$ cat config.mk
export PLATFORM = sky130hd
export DESIGN_NAME = iox_top
export DESIGN_NICKNAME = d
export VERILOG_FILES = /design/src/include/iox_pkg.sv /design/src/rtl/iox_top.sv /design/src/rtl/iox_pin_filter.sv
export SDC_FILE = /design/constraint.sdc
export NUM_CORES = 1
export LEC_CHECK = 0
export BUFFER_PORTS_ARGS = -buffer_cell sky130_fd_sc_hd__buf_2
export CAP_MARGIN = 20
export CORE_ASPECT_RATIO = 0.8
export CORE_MARGIN = 2
export CORE_UTILIZATION = 62
export CTS_CLUSTER_DIAMETER = 80
export CTS_CLUSTER_SIZE = 24
export DETAILED_ROUTE_END_ITERATION = 8
export PLACE_DENSITY = 0.85
export SETUP_SLACK_MARGIN = 0.5
export SYNTH_ARGS = -nofsm -noshare
export SYNTH_HDL_FRONTEND = slang
export SYNTH_HIERARCHICAL = 1
export SYNTH_SLANG_ARGS = --single-unit
$ cat constraint.sdc
create_clock -name i_ref_clk -period 2.6 [get_ports i_ref_clk]
set_input_delay 0.26 -clock i_ref_clk [delete_from_list [all_inputs] [get_ports i_ref_clk]]
set_output_delay 0.26 -clock i_ref_clk [all_outputs]
set_load 0.01 [all_outputs]
$ cat src/include/iox_pkg.sv
// Shared constants and types for the two-wire eight-bit I/O expander
package iox_pkg;

  // ==========================================================================
  // Timing
  // ==========================================================================
  localparam int CLK_PERIOD_PS = 5000;
  localparam int SPIKE_NS      = 50;
  // Spike window in clock cycles, rounded up so a full spike is swallowed
  localparam int SPIKE_CYC     = (SPIKE_NS * 1000 + CLK_PERIOD_PS - 1) / CLK_PERIOD_PS;
  localparam int SCL_MAX_KHZ   = 400;
  // Shortest serial clock half period in cycles, rounded down
  localparam int SCL_HALF_CYC  = 1000000000 / (SCL_MAX_KHZ * 2) / CLK_PERIOD_PS;
  // Cycles after reset before the input snapshot is trusted
  localparam int SETTLE_CYC    = SPIKE_CYC + 4;

  // ==========================================================================
  // Widths and bus framing
  // ==========================================================================
  localparam int       PORT_W    = 8;
  localparam int       STRAP_W   = 3;
  localparam int       FILT_W    = PORT_W + STRAP_W + 2;
  localparam logic [3:0] BYTE_BITS = 4'h8;
  localparam int       RW_BIT    = 0;
  localparam logic [3:0] ADDR_UPPER_DEF = 4'h4;

  // Filter reset levels: scl bit 0 and sda bit 1 idle high, the rest low
  localparam logic [FILT_W-1:0] FILT_RST = 13'h0003;

  // ==========================================================================
  // Command byte codes
  // ==========================================================================
  localparam logic [1:0] CMD_INPUT  = 2'h0;
  localparam logic [1:0] CMD_OUTPUT = 2'h1;
  localparam logic [1:0] CMD_POL    = 2'h2;
  localparam logic [1:0] CMD_DIR    = 2'h3;

  // ==========================================================================
  // Register reset values
  // ==========================================================================
  localparam logic [7:0] OUT_RST = 8'hff;
  localparam logic [7:0] POL_RST = 8'h00;
  localparam logic [7:0] DIR_RST = 8'hff;

  // ==========================================================================
  // Bus target states, Gray coded along the usual path
  // ==========================================================================
  typedef enum logic [3:0] {
    ST_IDLE = 4'h0,
    ST_ADDR = 4'h1,
    ST_AACK = 4'h3,
    ST_CMD  = 4'h2,
    ST_CACK = 4'h6,
    ST_WDAT = 4'h7,
    ST_WACK = 4'h5,
    ST_RDAT = 4'h4,
    ST_RACK = 4'hc
  } iox_state_t;

endpackage : iox_pkg

$ cat src/rtl/iox_top.sv
// Two-wire bus target with eight-bit I/O port, polarity and interrupt
`timescale 1ns/1ps
//
// Overview of operation
// Four byte registers: input, output, polarity, direction
// Master sets each pin direction via direction register
// Input register samples pins, output register drives them
// Polarity bit set inverts returned input bit
// All four registers readable over the bus
// Interrupt when input pin differs from latched value
// Interrupt is active low, open drain
// Reset loads defaults and idles the bus machine
// Address is fixed upper part plus three straps
// Eight pins, all inputs after reset
// Bus runs from static up to 400 kHz
// Spikes on serial clock and data are filtered
// Command byte after address selects register 0..3
// Pointer never auto-increments between reads
// Interrupt clears on return or input read
// Direction one means input, zero drives output
module iox_top
  import iox_pkg::*;
#(
  parameter logic [3:0] ADDR_UPPER = ADDR_UPPER_DEF
) (
  input  wire logic              i_ref_clk,
  input  wire logic              i_rstn,
  input  wire logic              i_ce,
  input  wire logic              i_scl,
  input  wire logic              i_sda,
  output logic                   o_sda_out,
  output logic                   o_sda_oe_n,
  input  wire logic [STRAP_W-1:0] i_addr_strap,
  input  wire logic [PORT_W-1:0] i_port_pin,
  output logic      [PORT_W-1:0] o_port_pin,
  output logic      [PORT_W-1:0] o_port_oe_n,
  output logic                   o_int_out,
  output logic                   o_int_oe_n
);

  localparam int SW = $clog2(SETTLE_CYC + 1);

  // ==========================================================================
  // Elaboration checks
  // ==========================================================================
  // The filter must stay well inside the shortest serial clock half period
  if (SPIKE_CYC * 4 >= SCL_HALF_CYC) begin : g_bad_rate
    $error("Clock too slow for a 400 kHz serial clock");
  end

  // ==========================================================================
  // Pin synchronisers and spike filters
  // ==========================================================================
  logic [FILT_W-1:0]  filt_in;
  logic [FILT_W-1:0]  filt_out;
  logic               f_scl;
  logic               f_sda;
  logic [PORT_W-1:0]  f_port;
  logic [STRAP_W-1:0] f_strap;

  // Straps, port pins, serial data and serial clock cross into the clock domain here
  assign filt_in = {i_addr_strap, i_port_pin, i_sda, i_scl};
  assign f_scl   = filt_out[0];
  assign f_sda   = filt_out[1];
  assign f_port  = filt_out[PORT_W+1:2];
  assign f_strap = filt_out[FILT_W-1:PORT_W+2];

  iox_pin_filter #(
    .W    (FILT_W),
    .FILT (SPIKE_CYC),
    .RST  (FILT_RST)
  ) u_filt (
    .i_ref_clk (i_ref_clk),
    .i_rstn    (i_rstn),
    .i_ce      (i_ce),
    .i_din     (filt_in),
    .o_dout    (filt_out)
  );

  // ==========================================================================
  // State
  // ==========================================================================
  iox_state_t   st;
  iox_state_t   next_st;
  logic         scl_q;
  logic         sda_q;
  logic [3:0]   cnt;
  logic [7:0]   sh;
  logic [1:0]   ptr;
  logic         mst_ack;
  logic         sda_oe_n;
  logic [7:0]   in_latch;
  logic [7:0]   out_reg;
  logic [7:0]   pol;
  logic [7:0]   dir;
  logic         int_oe_n;
  logic         init_done;
  logic [SW-1:0] settle;

  // ==========================================================================
  // Bus event decode
  // ==========================================================================
  wire          scl_rise;
  wire          scl_fall;
  wire          start;
  wire          stop;
  wire          byte_done;
  wire          addr_hit;
  wire [6:0]    my_addr;
  wire          rd_load;
  wire          wr_fire;
  wire          cmd_fire;
  wire          ack_now;
  wire          shift_in;
  wire [7:0]    in_view;
  wire [7:0]    rd_data;
  wire          int_cond;
  wire          next_sda_oe_n;

  // Edges and start/stop seen on the filtered lines
  assign scl_rise  = f_scl & ~scl_q;
  assign scl_fall  = ~f_scl & scl_q;
  assign start     = scl_q & f_scl & sda_q & ~f_sda;
  assign stop      = scl_q & f_scl & ~sda_q & f_sda;
  assign byte_done = scl_fall && (cnt == BYTE_BITS);

  // Target address: fixed upper nibble and three straps
  assign my_addr   = {ADDR_UPPER, f_strap};
  assign addr_hit  = (sh[7:1] == my_addr);

  // Transfer strobes on a falling serial clock, except shift_in on a rising one
  assign cmd_fire  = byte_done && (st == ST_CMD);
  assign wr_fire   = byte_done && (st == ST_WDAT);
  assign rd_load   = scl_fall && ((st == ST_AACK && sh[RW_BIT]) ||
                                  (st == ST_RACK && mst_ack));
  assign ack_now   = byte_done && ((st == ST_ADDR && addr_hit) ||
                                   st == ST_CMD || st == ST_WDAT);
  assign shift_in  = scl_rise && (st == ST_ADDR || st == ST_CMD || st == ST_WDAT);

  // Read data selected by the held pointer
  assign in_view   = f_port ^ pol;
  assign rd_data   = (ptr == CMD_INPUT)  ? in_view :
                     (ptr == CMD_OUTPUT) ? out_reg :
                     (ptr == CMD_POL)    ? pol     : dir;

  // Interrupt only for pins that are inputs and differ from the snapshot
  assign int_cond  = init_done && (|((f_port ^ in_latch) & dir));

  // Data line: acks pull low, read bits release for a one
  assign next_sda_oe_n = (start || stop)          ? 1'b1     :
                         !scl_fall                ? sda_oe_n :
                         ack_now                  ? 1'b0     :
                         rd_load                  ? rd_data[7] :
                         (st == ST_RDAT && cnt != BYTE_BITS) ? sh[6] : 1'b1;

  // ==========================================================================
  // Bus target state machine
  // ==========================================================================
  // Next state, advanced on falling serial clock; start and stop win
  always_comb begin
    next_st = st;
    if (start) begin
      next_st = ST_ADDR;
    end else if (stop) begin
      next_st = ST_IDLE;
    end else if (scl_fall) begin
      unique case (st)
        ST_IDLE: next_st = ST_IDLE;
        ST_ADDR: if (cnt == BYTE_BITS) next_st = addr_hit ? ST_AACK : ST_IDLE;
        ST_AACK: next_st = sh[RW_BIT] ? ST_RDAT : ST_CMD;
        ST_CMD:  if (cnt == BYTE_BITS) next_st = ST_CACK;
        ST_CACK: next_st = ST_WDAT;
        ST_WDAT: if (cnt == BYTE_BITS) next_st = ST_WACK;
        ST_WACK: next_st = ST_WDAT;
        ST_RDAT: if (cnt == BYTE_BITS) next_st = ST_RACK;
        ST_RACK: next_st = mst_ack ? ST_RDAT : ST_IDLE;
        default: next_st = ST_IDLE;
      endcase
    end
  end

  // State, edge history and bit counter
  always_ff @(posedge i_ref_clk or negedge i_rstn) begin
    if (!i_rstn) begin
      st    <= ST_IDLE;
      scl_q <= 1'b1;
      sda_q <= 1'b1;
      cnt   <= 4'h0;
    end else if (i_ce) begin
      st    <= next_st;
      scl_q <= f_scl;
      sda_q <= f_sda;
      if (start || next_st != st) begin
        cnt <= 4'h0;
      end else if (scl_rise) begin
        cnt <= cnt + 4'h1;
      end
    end
  end

  // Shift register, master ack and data line drive
  always_ff @(posedge i_ref_clk or negedge i_rstn) begin
    if (!i_rstn) begin
      sh       <= 8'h00;
      mst_ack  <= 1'b0;
      sda_oe_n <= 1'b1;
    end else if (i_ce) begin
      sda_oe_n <= next_sda_oe_n;
      if (rd_load) begin
        sh <= rd_data;
      end else if (st == ST_RDAT && scl_fall) begin
        sh <= {sh[6:0], 1'b0};
      end else if (shift_in) begin
        sh <= {sh[6:0], f_sda};
      end
      if (scl_rise && st == ST_RACK) begin
        mst_ack <= ~f_sda;
      end
    end
  end

  // ==========================================================================
  // Register file
  // ==========================================================================
  // Pointer changes only on a command byte; writes go where it points
  always_ff @(posedge i_ref_clk or negedge i_rstn) begin
    if (!i_rstn) begin
      ptr     <= CMD_INPUT;
      out_reg <= OUT_RST;
      pol     <= POL_RST;
      dir     <= DIR_RST;
    end else if (i_ce) begin
      if (cmd_fire) begin
        ptr <= sh[1:0];
      end
      if (wr_fire) begin
        unique case (ptr)
          CMD_INPUT:  ; // Input register ignores writes
          CMD_OUTPUT: out_reg <= sh;
          CMD_POL:    pol <= sh;
          CMD_DIR:    dir <= sh;
        endcase
      end
    end
  end

  // ==========================================================================
  // Input snapshot and interrupt
  // ==========================================================================
  // Snapshot taken once pins settle after reset and on every input read
  always_ff @(posedge i_ref_clk or negedge i_rstn) begin
    if (!i_rstn) begin
      settle    <= '0;
      init_done <= 1'b0;
      in_latch  <= 8'h00;
      int_oe_n  <= 1'b1;
    end else if (i_ce) begin
      int_oe_n <= ~int_cond;
      if (!init_done) begin
        settle <= settle + 1'b1;
        if (settle == SW'(SETTLE_CYC)) begin
          init_done <= 1'b1;
          in_latch  <= f_port;
        end
      end else if (rd_load && ptr == CMD_INPUT) begin
        in_latch <= f_port;
      end
    end
  end

  // ==========================================================================
  // Outputs
  // ==========================================================================
  // Open-drain lines only ever pull low
  assign o_sda_out   = 1'b0;
  assign o_sda_oe_n  = sda_oe_n;
  assign o_port_pin  = out_reg;
  assign o_port_oe_n = dir;
  assign o_int_out   = 1'b0;
  assign o_int_oe_n  = int_oe_n;
endmodule : iox_top

$ cat src/rtl/iox_pin_filter.sv
// Three-stage synchroniser with spike filter for external pins
`timescale 1ns/1ps
module iox_pin_filter #(
  parameter int              W    = 1,
  parameter int              FILT = 1,
  parameter logic [W-1:0]    RST  = '0
) (
  input  wire logic          i_ref_clk,
  input  wire logic          i_rstn,
  input  wire logic          i_ce,
  input  wire logic [W-1:0]  i_din,
  output logic      [W-1:0]  o_dout
);

  localparam int CW = $clog2(FILT + 1);

  // ==========================================================================
  // Parameter check
  // ==========================================================================
  if (FILT < 1) begin : g_bad_filt
    $error("Filter length must be at least one cycle");
  end

  // ==========================================================================
  // Per-bit filter
  // ==========================================================================
  for (genvar g = 0; g < W; g++) begin : g_bit
    logic          s1;
    logic          s2;
    logic          s3;
    logic          stable;
    logic [CW-1:0] cnt;
    wire           agree = (s2 == s3) && (s3 != stable);

    // A level is accepted once stage two and three agree for FILT cycles
    always_ff @(posedge i_ref_clk or negedge i_rstn) begin
      if (!i_rstn) begin
        s1     <= RST[g];
        s2     <= RST[g];
        s3     <= RST[g];
        stable <= RST[g];
        cnt    <= '0;
      end else if (i_ce) begin
        s1 <= i_din[g];
        s2 <= s1;
        s3 <= s2;
        if (!agree) begin
          cnt <= '0;
        end else if (cnt == CW'(FILT - 1)) begin
          stable <= s3;
          cnt    <= '0;
        end else begin
          cnt <= cnt + 1'b1;
        end
      end
    end

    assign o_dout[g] = stable;
  end

endmodule : iox_pin_filter

# After elaboration in Yosys (flattened, before gate mapping)
# Cells that the tools add are included.
[classes]
addsub = 15
n_eq_ne = 56
n_mux = 55
n_bitwise = 16
reduce_logical = 64
[ops]
columns = ["op", "count"]
rows = [
  ["4-bit two-way mux", 35],
  ["8-bit two-way mux", 9],
  ["4-bit equality test (second input constant)", 16],
  ["4-bit by 1-bit adder with 4-bit output (second input constant)", 15],
  ["3-bit AND reduction", 17],
  ["4-bit case mux with 7 select lines", 1],
  ["1-bit logical AND", 27],
  ["4-bit by 3-bit equality test with 1-bit output (second input constant)", 4],
  ["8-bit XOR", 2],
  ["1-bit equality test", 13],
  ["1-bit inequality test", 13],
  ["2-bit AND reduction", 6],
  ["8-bit bitwise AND", 1],
  ["4-bit by 2-bit equality test with 1-bit output (second input constant)", 2],
  ["8-bit OR reduction", 1],
  ["1-bit bitwise AND", 7],
  ["7-bit by 6-bit equality test with 1-bit output", 1],
  ["1-bit logical OR", 7],
  ["1-bit two-way mux", 7],
  ["3-bit two-way mux", 2],
  ["1-bit inverter", 6],
  ["2-bit nonzero test", 3],
  ["2-bit equality test (second input constant)", 2],
  ["4-bit by 1-bit equality test with 1-bit output (second input constant)", 1],
  ["other kinds (8)", 8],
]
[word_totals]
ff_bits = 164
input_bits = 16
output_inout_bits = 20
word_cells = 286

# Depth between registers and ports, before layout
[logic_depth]
depth_word = 11
ltp_mapped = 9
mapped_depth_nobuf = 8

# Modules after synthesis
# The synthesis kept the hierarchy.
[modules_own_cells]
columns = ["module", "n_inst", "cells_per_inst", "area_each_um2", "seq_area_each_um2"]
rows = [
  ["iox_pin_filter", 1, 479, 5396.4, 2612.5],
  ["iox_top", 1, 325, 3583.4, 1526.5],
]

# Worst setup path before layout
# Ideal clock, no wire load.
[synth_path]
path_kind = "register to register"
start = "reg u_filt.g_bit[0].stable"
end = "reg pol[0]"
setup_ns = 0.125
t_arrival_ns = 1.838
required_time_ns = 2.475
slack_ns = 0.637
path_stages_with_launch = 9
path_buffers = 2
synth_period_minus_slack_ns = 1.963
cell_sequence = "dfstp_2 > buf_4 > buf_6 > and2b_2 > nand2_2 > nor2_4 > nand3_2 > nor3_4 > mux2_4"
[synth_via]
elab_chain_cells = 5
[synth_rtl]
columns = ["element", "line_no", "rtl"]
rows = [
  ["start: declaration", "iox_pin_filter.sv:31", "logic stable;"],
  ["start signal: assignment", "iox_pin_filter.sv:41", "stable <= RST[g];"],
  ["1-bit inverter", "iox_top.sv:122", "assign scl_fall = ~f_scl & scl_q;"],
  ["1-bit bitwise AND", "iox_top.sv:122", ""],
  ["1-bit logical AND", "iox_top.sv:125", "assign byte_done = scl_fall && (cnt == BYTE_BITS);"],
  ["1-bit logical AND", "iox_top.sv:133", "assign wr_fire = byte_done && (st == ST_WDAT);"],
  ["3-bit AND reduction (no line)", "n/a", ""],
  ["end signal: assignment", "iox_top.sv:240", "CMD_POL: pol <= sh;"],
  ["end: declaration", "iox_top.sv:94", "logic [7:0] pol;"],
]
# Every way passes these cells.
# A chain may end at the register's enable or synchronous reset.

# Final worst setup path
[layout_path]
start = "reg cnt[1]"
end = "reg dir[0], in the netlist o_port_oe_n[0]"
[layout_via]
elab_chain_cells = 4
[layout_rtl]
columns = ["element", "line_no", "rtl"]
rows = [
  ["start: declaration", "iox_top.sv:87", "logic [3:0] cnt;"],
  ["start signal: assignment", "iox_top.sv:196", "cnt <= cnt + 4'h1;"],
  ["4-bit equality test", "iox_top.sv:125", ""],
  ["1-bit logical AND", "iox_top.sv:125", ""],
  ["1-bit logical AND", "iox_top.sv:133", ""],
  ["3-bit AND reduction (no line)", "n/a", ""],
  ["end signal: assignment", "iox_top.sv:241", "CMD_DIR: dir <= sh;"],
  ["end: declaration", "iox_top.sv:95", "logic [7:0] dir;"],
]
# Every way passes these cells.

==> impl_metrics.toml <==
[critical_path]
critPathCaptureType = "flip-flop"
critPathLaunchType = "flip-flop"
critical_path.max_stage_delay_ns = 0.42
worstSetupPathType = "flip-flop to flip-flop"
worstPathCellList = "inv_2 > ha_4 > nand3b_1 > nor2_4 > nand4_1 > or2_4 > mux2_4"
cp_data_arrival_time_ns = 2.46
critical_path_peak_fanout = 8
worst-endpoint-required_ns = 2.96
critical_path.slowest_cell = "or2_4"

[yosys]
synth_sequential_area_ratio_pct = 46.1
avgSynthCellArea_um2 = 11.2
synth_enable_flop_cells = 0
synth_cells = 804
yosysWarnings = 6
yosysUniqueCellTypes = 85
ffs_latches_synth = 164
syn_area_um2 = 8980
synth_async_sr_flop_share_pct = 100
ys_dominant_reg_cell = "dfrtp_1"

[pwr]
powerDensity_nw_per_um2 = 634
power_leakage_nw = 4.44
vdd_drop_max_mv = 0.495

[floorplan]
die_h_um = 112
die_w_um = 139
floorplan.die_area_um2 = 15500
num_io_pins = 36
rows = 39
core_um2 = 14200
floorplan.initialDensity_pct = 63.2

[route]
routed_via_density = 6.17
routed_wl_um = 18800
post_dr_wirelength_cell_um = 18.1
antenna_left = 0
drc_errors = 0
vias = 6402
drt_first_iter_violations = 466
firstDrtPassIters = 7

[timing]
final-setup-viol-count = 0
timing.final.hold_violations = 0
clock.fmax_mhz = 475
rsz0062_at_grt = "yes"
worstMarginPinSlew_ns = 0.721
fin_crit_ns = 2.11
skew_ns = 0.0147
max_slew_margin_pct = 52.0
final.setup.tns_ns = 0
min_period_over_period_pct = 81.1
final_max_slew_viol_count = 0

[clocking]
cts.sinks = 164
tritoncts_clock_tree = "done"
cts_buffer_depth = 2
cts.root.buffer_cell = "clkbuf_16"
clkLatencyLatePin_ns = 0.43
htree_levels = 4
numCtsBuffers = 17
cts.clk_slew.worst_paths_ns = 0.06

[hold_path]
hold_class = "input port to flip-flop"

[grt]
antenna_found_initial = 0
grt_first_pass_wirelength_um = 31100
grt_max_degree = 67
vias_in_the_first_global_route = 6387
grt_overflow = 0
grt_use_total_pct = 24.9

[placed_design]
place.port_buffers = 33
placer_s_final_routability_congestion_estimate = 0.871
dp_hpwl_um = 12400
placed_area_um2 = 9210

[layout]
fillers = 954
diodes = 0
area_growth_pct = 12.1
drive_above_1_share_pct = 29.2
nNetsFinal = 883
stdcell_area_um2 = 10100

[outcome]
status = "finished clean"

[flow_run]
cap_violations = 0
metrics by stage:
step                      power (mW)  util [%]  worst slack (ns)  cells  hold WS, ns
after global routing            6.66      70.9             0.434   1038       0.0503
final                           6.39      70.9             0.493   1038       0.0610
after CTS                       6.44      70.0             0.506   1027       0.0525
after global placement          3.62      64.9             0.429    988        0.283
after floorplan                 3.47         -             0.637    805      -0.0356
after detailed placement        3.70      64.9             0.354    988        0.291
state kept, by name (all words and copies together), names as in the netlist, 2 cells and up:
| name | count |
|---|---|
| o_port_pin | 8 |
| o_port_oe_n | 8 |
| in_latch | 8 |
| u_filt/g_bit.cnt | 52 |
| sh | 8 |
| u_filt/g_bit.s1 | 13 |
| st | 4 |
| ptr | 2 |
| u_filt/g_bit.stable | 13 |
| cnt | 4 |
| pol | 8 |
| u_filt/g_bit.s2 | 13 |
| settle | 4 |
| u_filt/g_bit.s3 | 13 |
layer usage:
metal	global-route usage (%)	up-vias	share of wire [%]
met5	0	-	0
met4	9.12	0	1.8
li1	-	2990	-
met3	5.59	38	4.8
met2	40.8	184	49
met1	32.9	3190	44
power breakdown:
group,internal (mW),switching [mW]
combinational,0.339,0.356
sequential,2.77,0.217
clock,1.69,1.02
synthesized netlist by cell type, drive strengths merged (9+ instances only):
master  number  area, um2
xor2         9       78.8
nor2        32        149
and3        12       75.1
mux2        93       1140
o22ai       28        175
dfrtp      136       3400
nand4       10       62.6
ha          26        325
inv         42        158
a21oi       35        186
o21ai       44        231
buf         39        269
nor3        15       86.3
dfstp       28        736
nand3        9       50.1
nand3b      12       90.1
nand2       53        204
o211ai      10       75.1
nand2b      24        153
mux2i       14        140
xnor2       14        123
area by class of cell:
class                           instances  area, um2  share of cell area (%)
Timing Repair Buffer                   61        440                    4.37
Sequential cell                       164       4140                    41.1
Inverter                               42        158                    1.57
Tap cell                              184        230                    2.29
Clock buffer                           21        470                    4.67
Multi-Input combinational cell        555       4450                    44.2
Clock inverter                         11        174                    1.73
path summary, 6_finish.rpt:
check                               startpoint                endpoint  slack, ns  cells past startpoint
max reg2reg                             cnt[1]          o_port_oe_n[0]       0.49                      7
max in group asynchronous               i_rstn              o_sda_oe_n       1.41                      3
min in group asynchronous               i_rstn  u_filt/g_bit[4].cnt[1]       0.38                      2
min reg2reg                u_filt/g_bit[10].s1     u_filt/g_bit[10].s1       0.51                      1
min                                      i_sda      u_filt/g_bit[1].s1       0.06                      2
max                                     cnt[1]          o_port_oe_n[0]       0.49                      7
cells by family after synthesis:
kind of cell / synth area share [%]
buffers and inverters: 4.96
XOR/XNOR: 2.24
AO/OA/AOI/OAI: 14.7
AND/OR/NAND/NOR: 14.1
flip-flops: 46.1
multiplexers: 14.2
adder cells (fa/ha/maj): 3.62
other: 0.0418
layout by cell type (no fill, tap or decap), types with 17 or more instances in the layout:
cell type  netlist  layout
dfrtp_1        136     133
mux2_2          66      62
nand2_1         51      51
inv_1           42      40
o21ai_0         38      37
a21oi_1         34      34
buf_2           17      31
nor2_1          28      28
o22ai_1         28      28
mux2_4          24      28
dfstp_2         28      28
ha_1            26      25
nand2b_1        23      23
buf_4           16      23
clkbuf_16        0      17
critical path, delay by kind of cell (launching register included):
| kind | cells | cell delay (ns) |
|---|---|---|
| fa+ha+maj | 1 | 0.13 |
| buf+inv | 1 | 0.10 |
| flops | 1 | 0.41 |
| mux | 1 | 0.32 |
| simple gates | 4 | 1.07 |
what timing repair did:
item,CTS,global route
endpoints found under the setup margin,36,40
pin swaps,4,11
resized for setup,4,15
endpoints found under the hold margin,46,0
cloned,0,0
buffers inserted,6,11
hold buffers,1,0
Note: power is estimated with default switching activity, not from simulation.
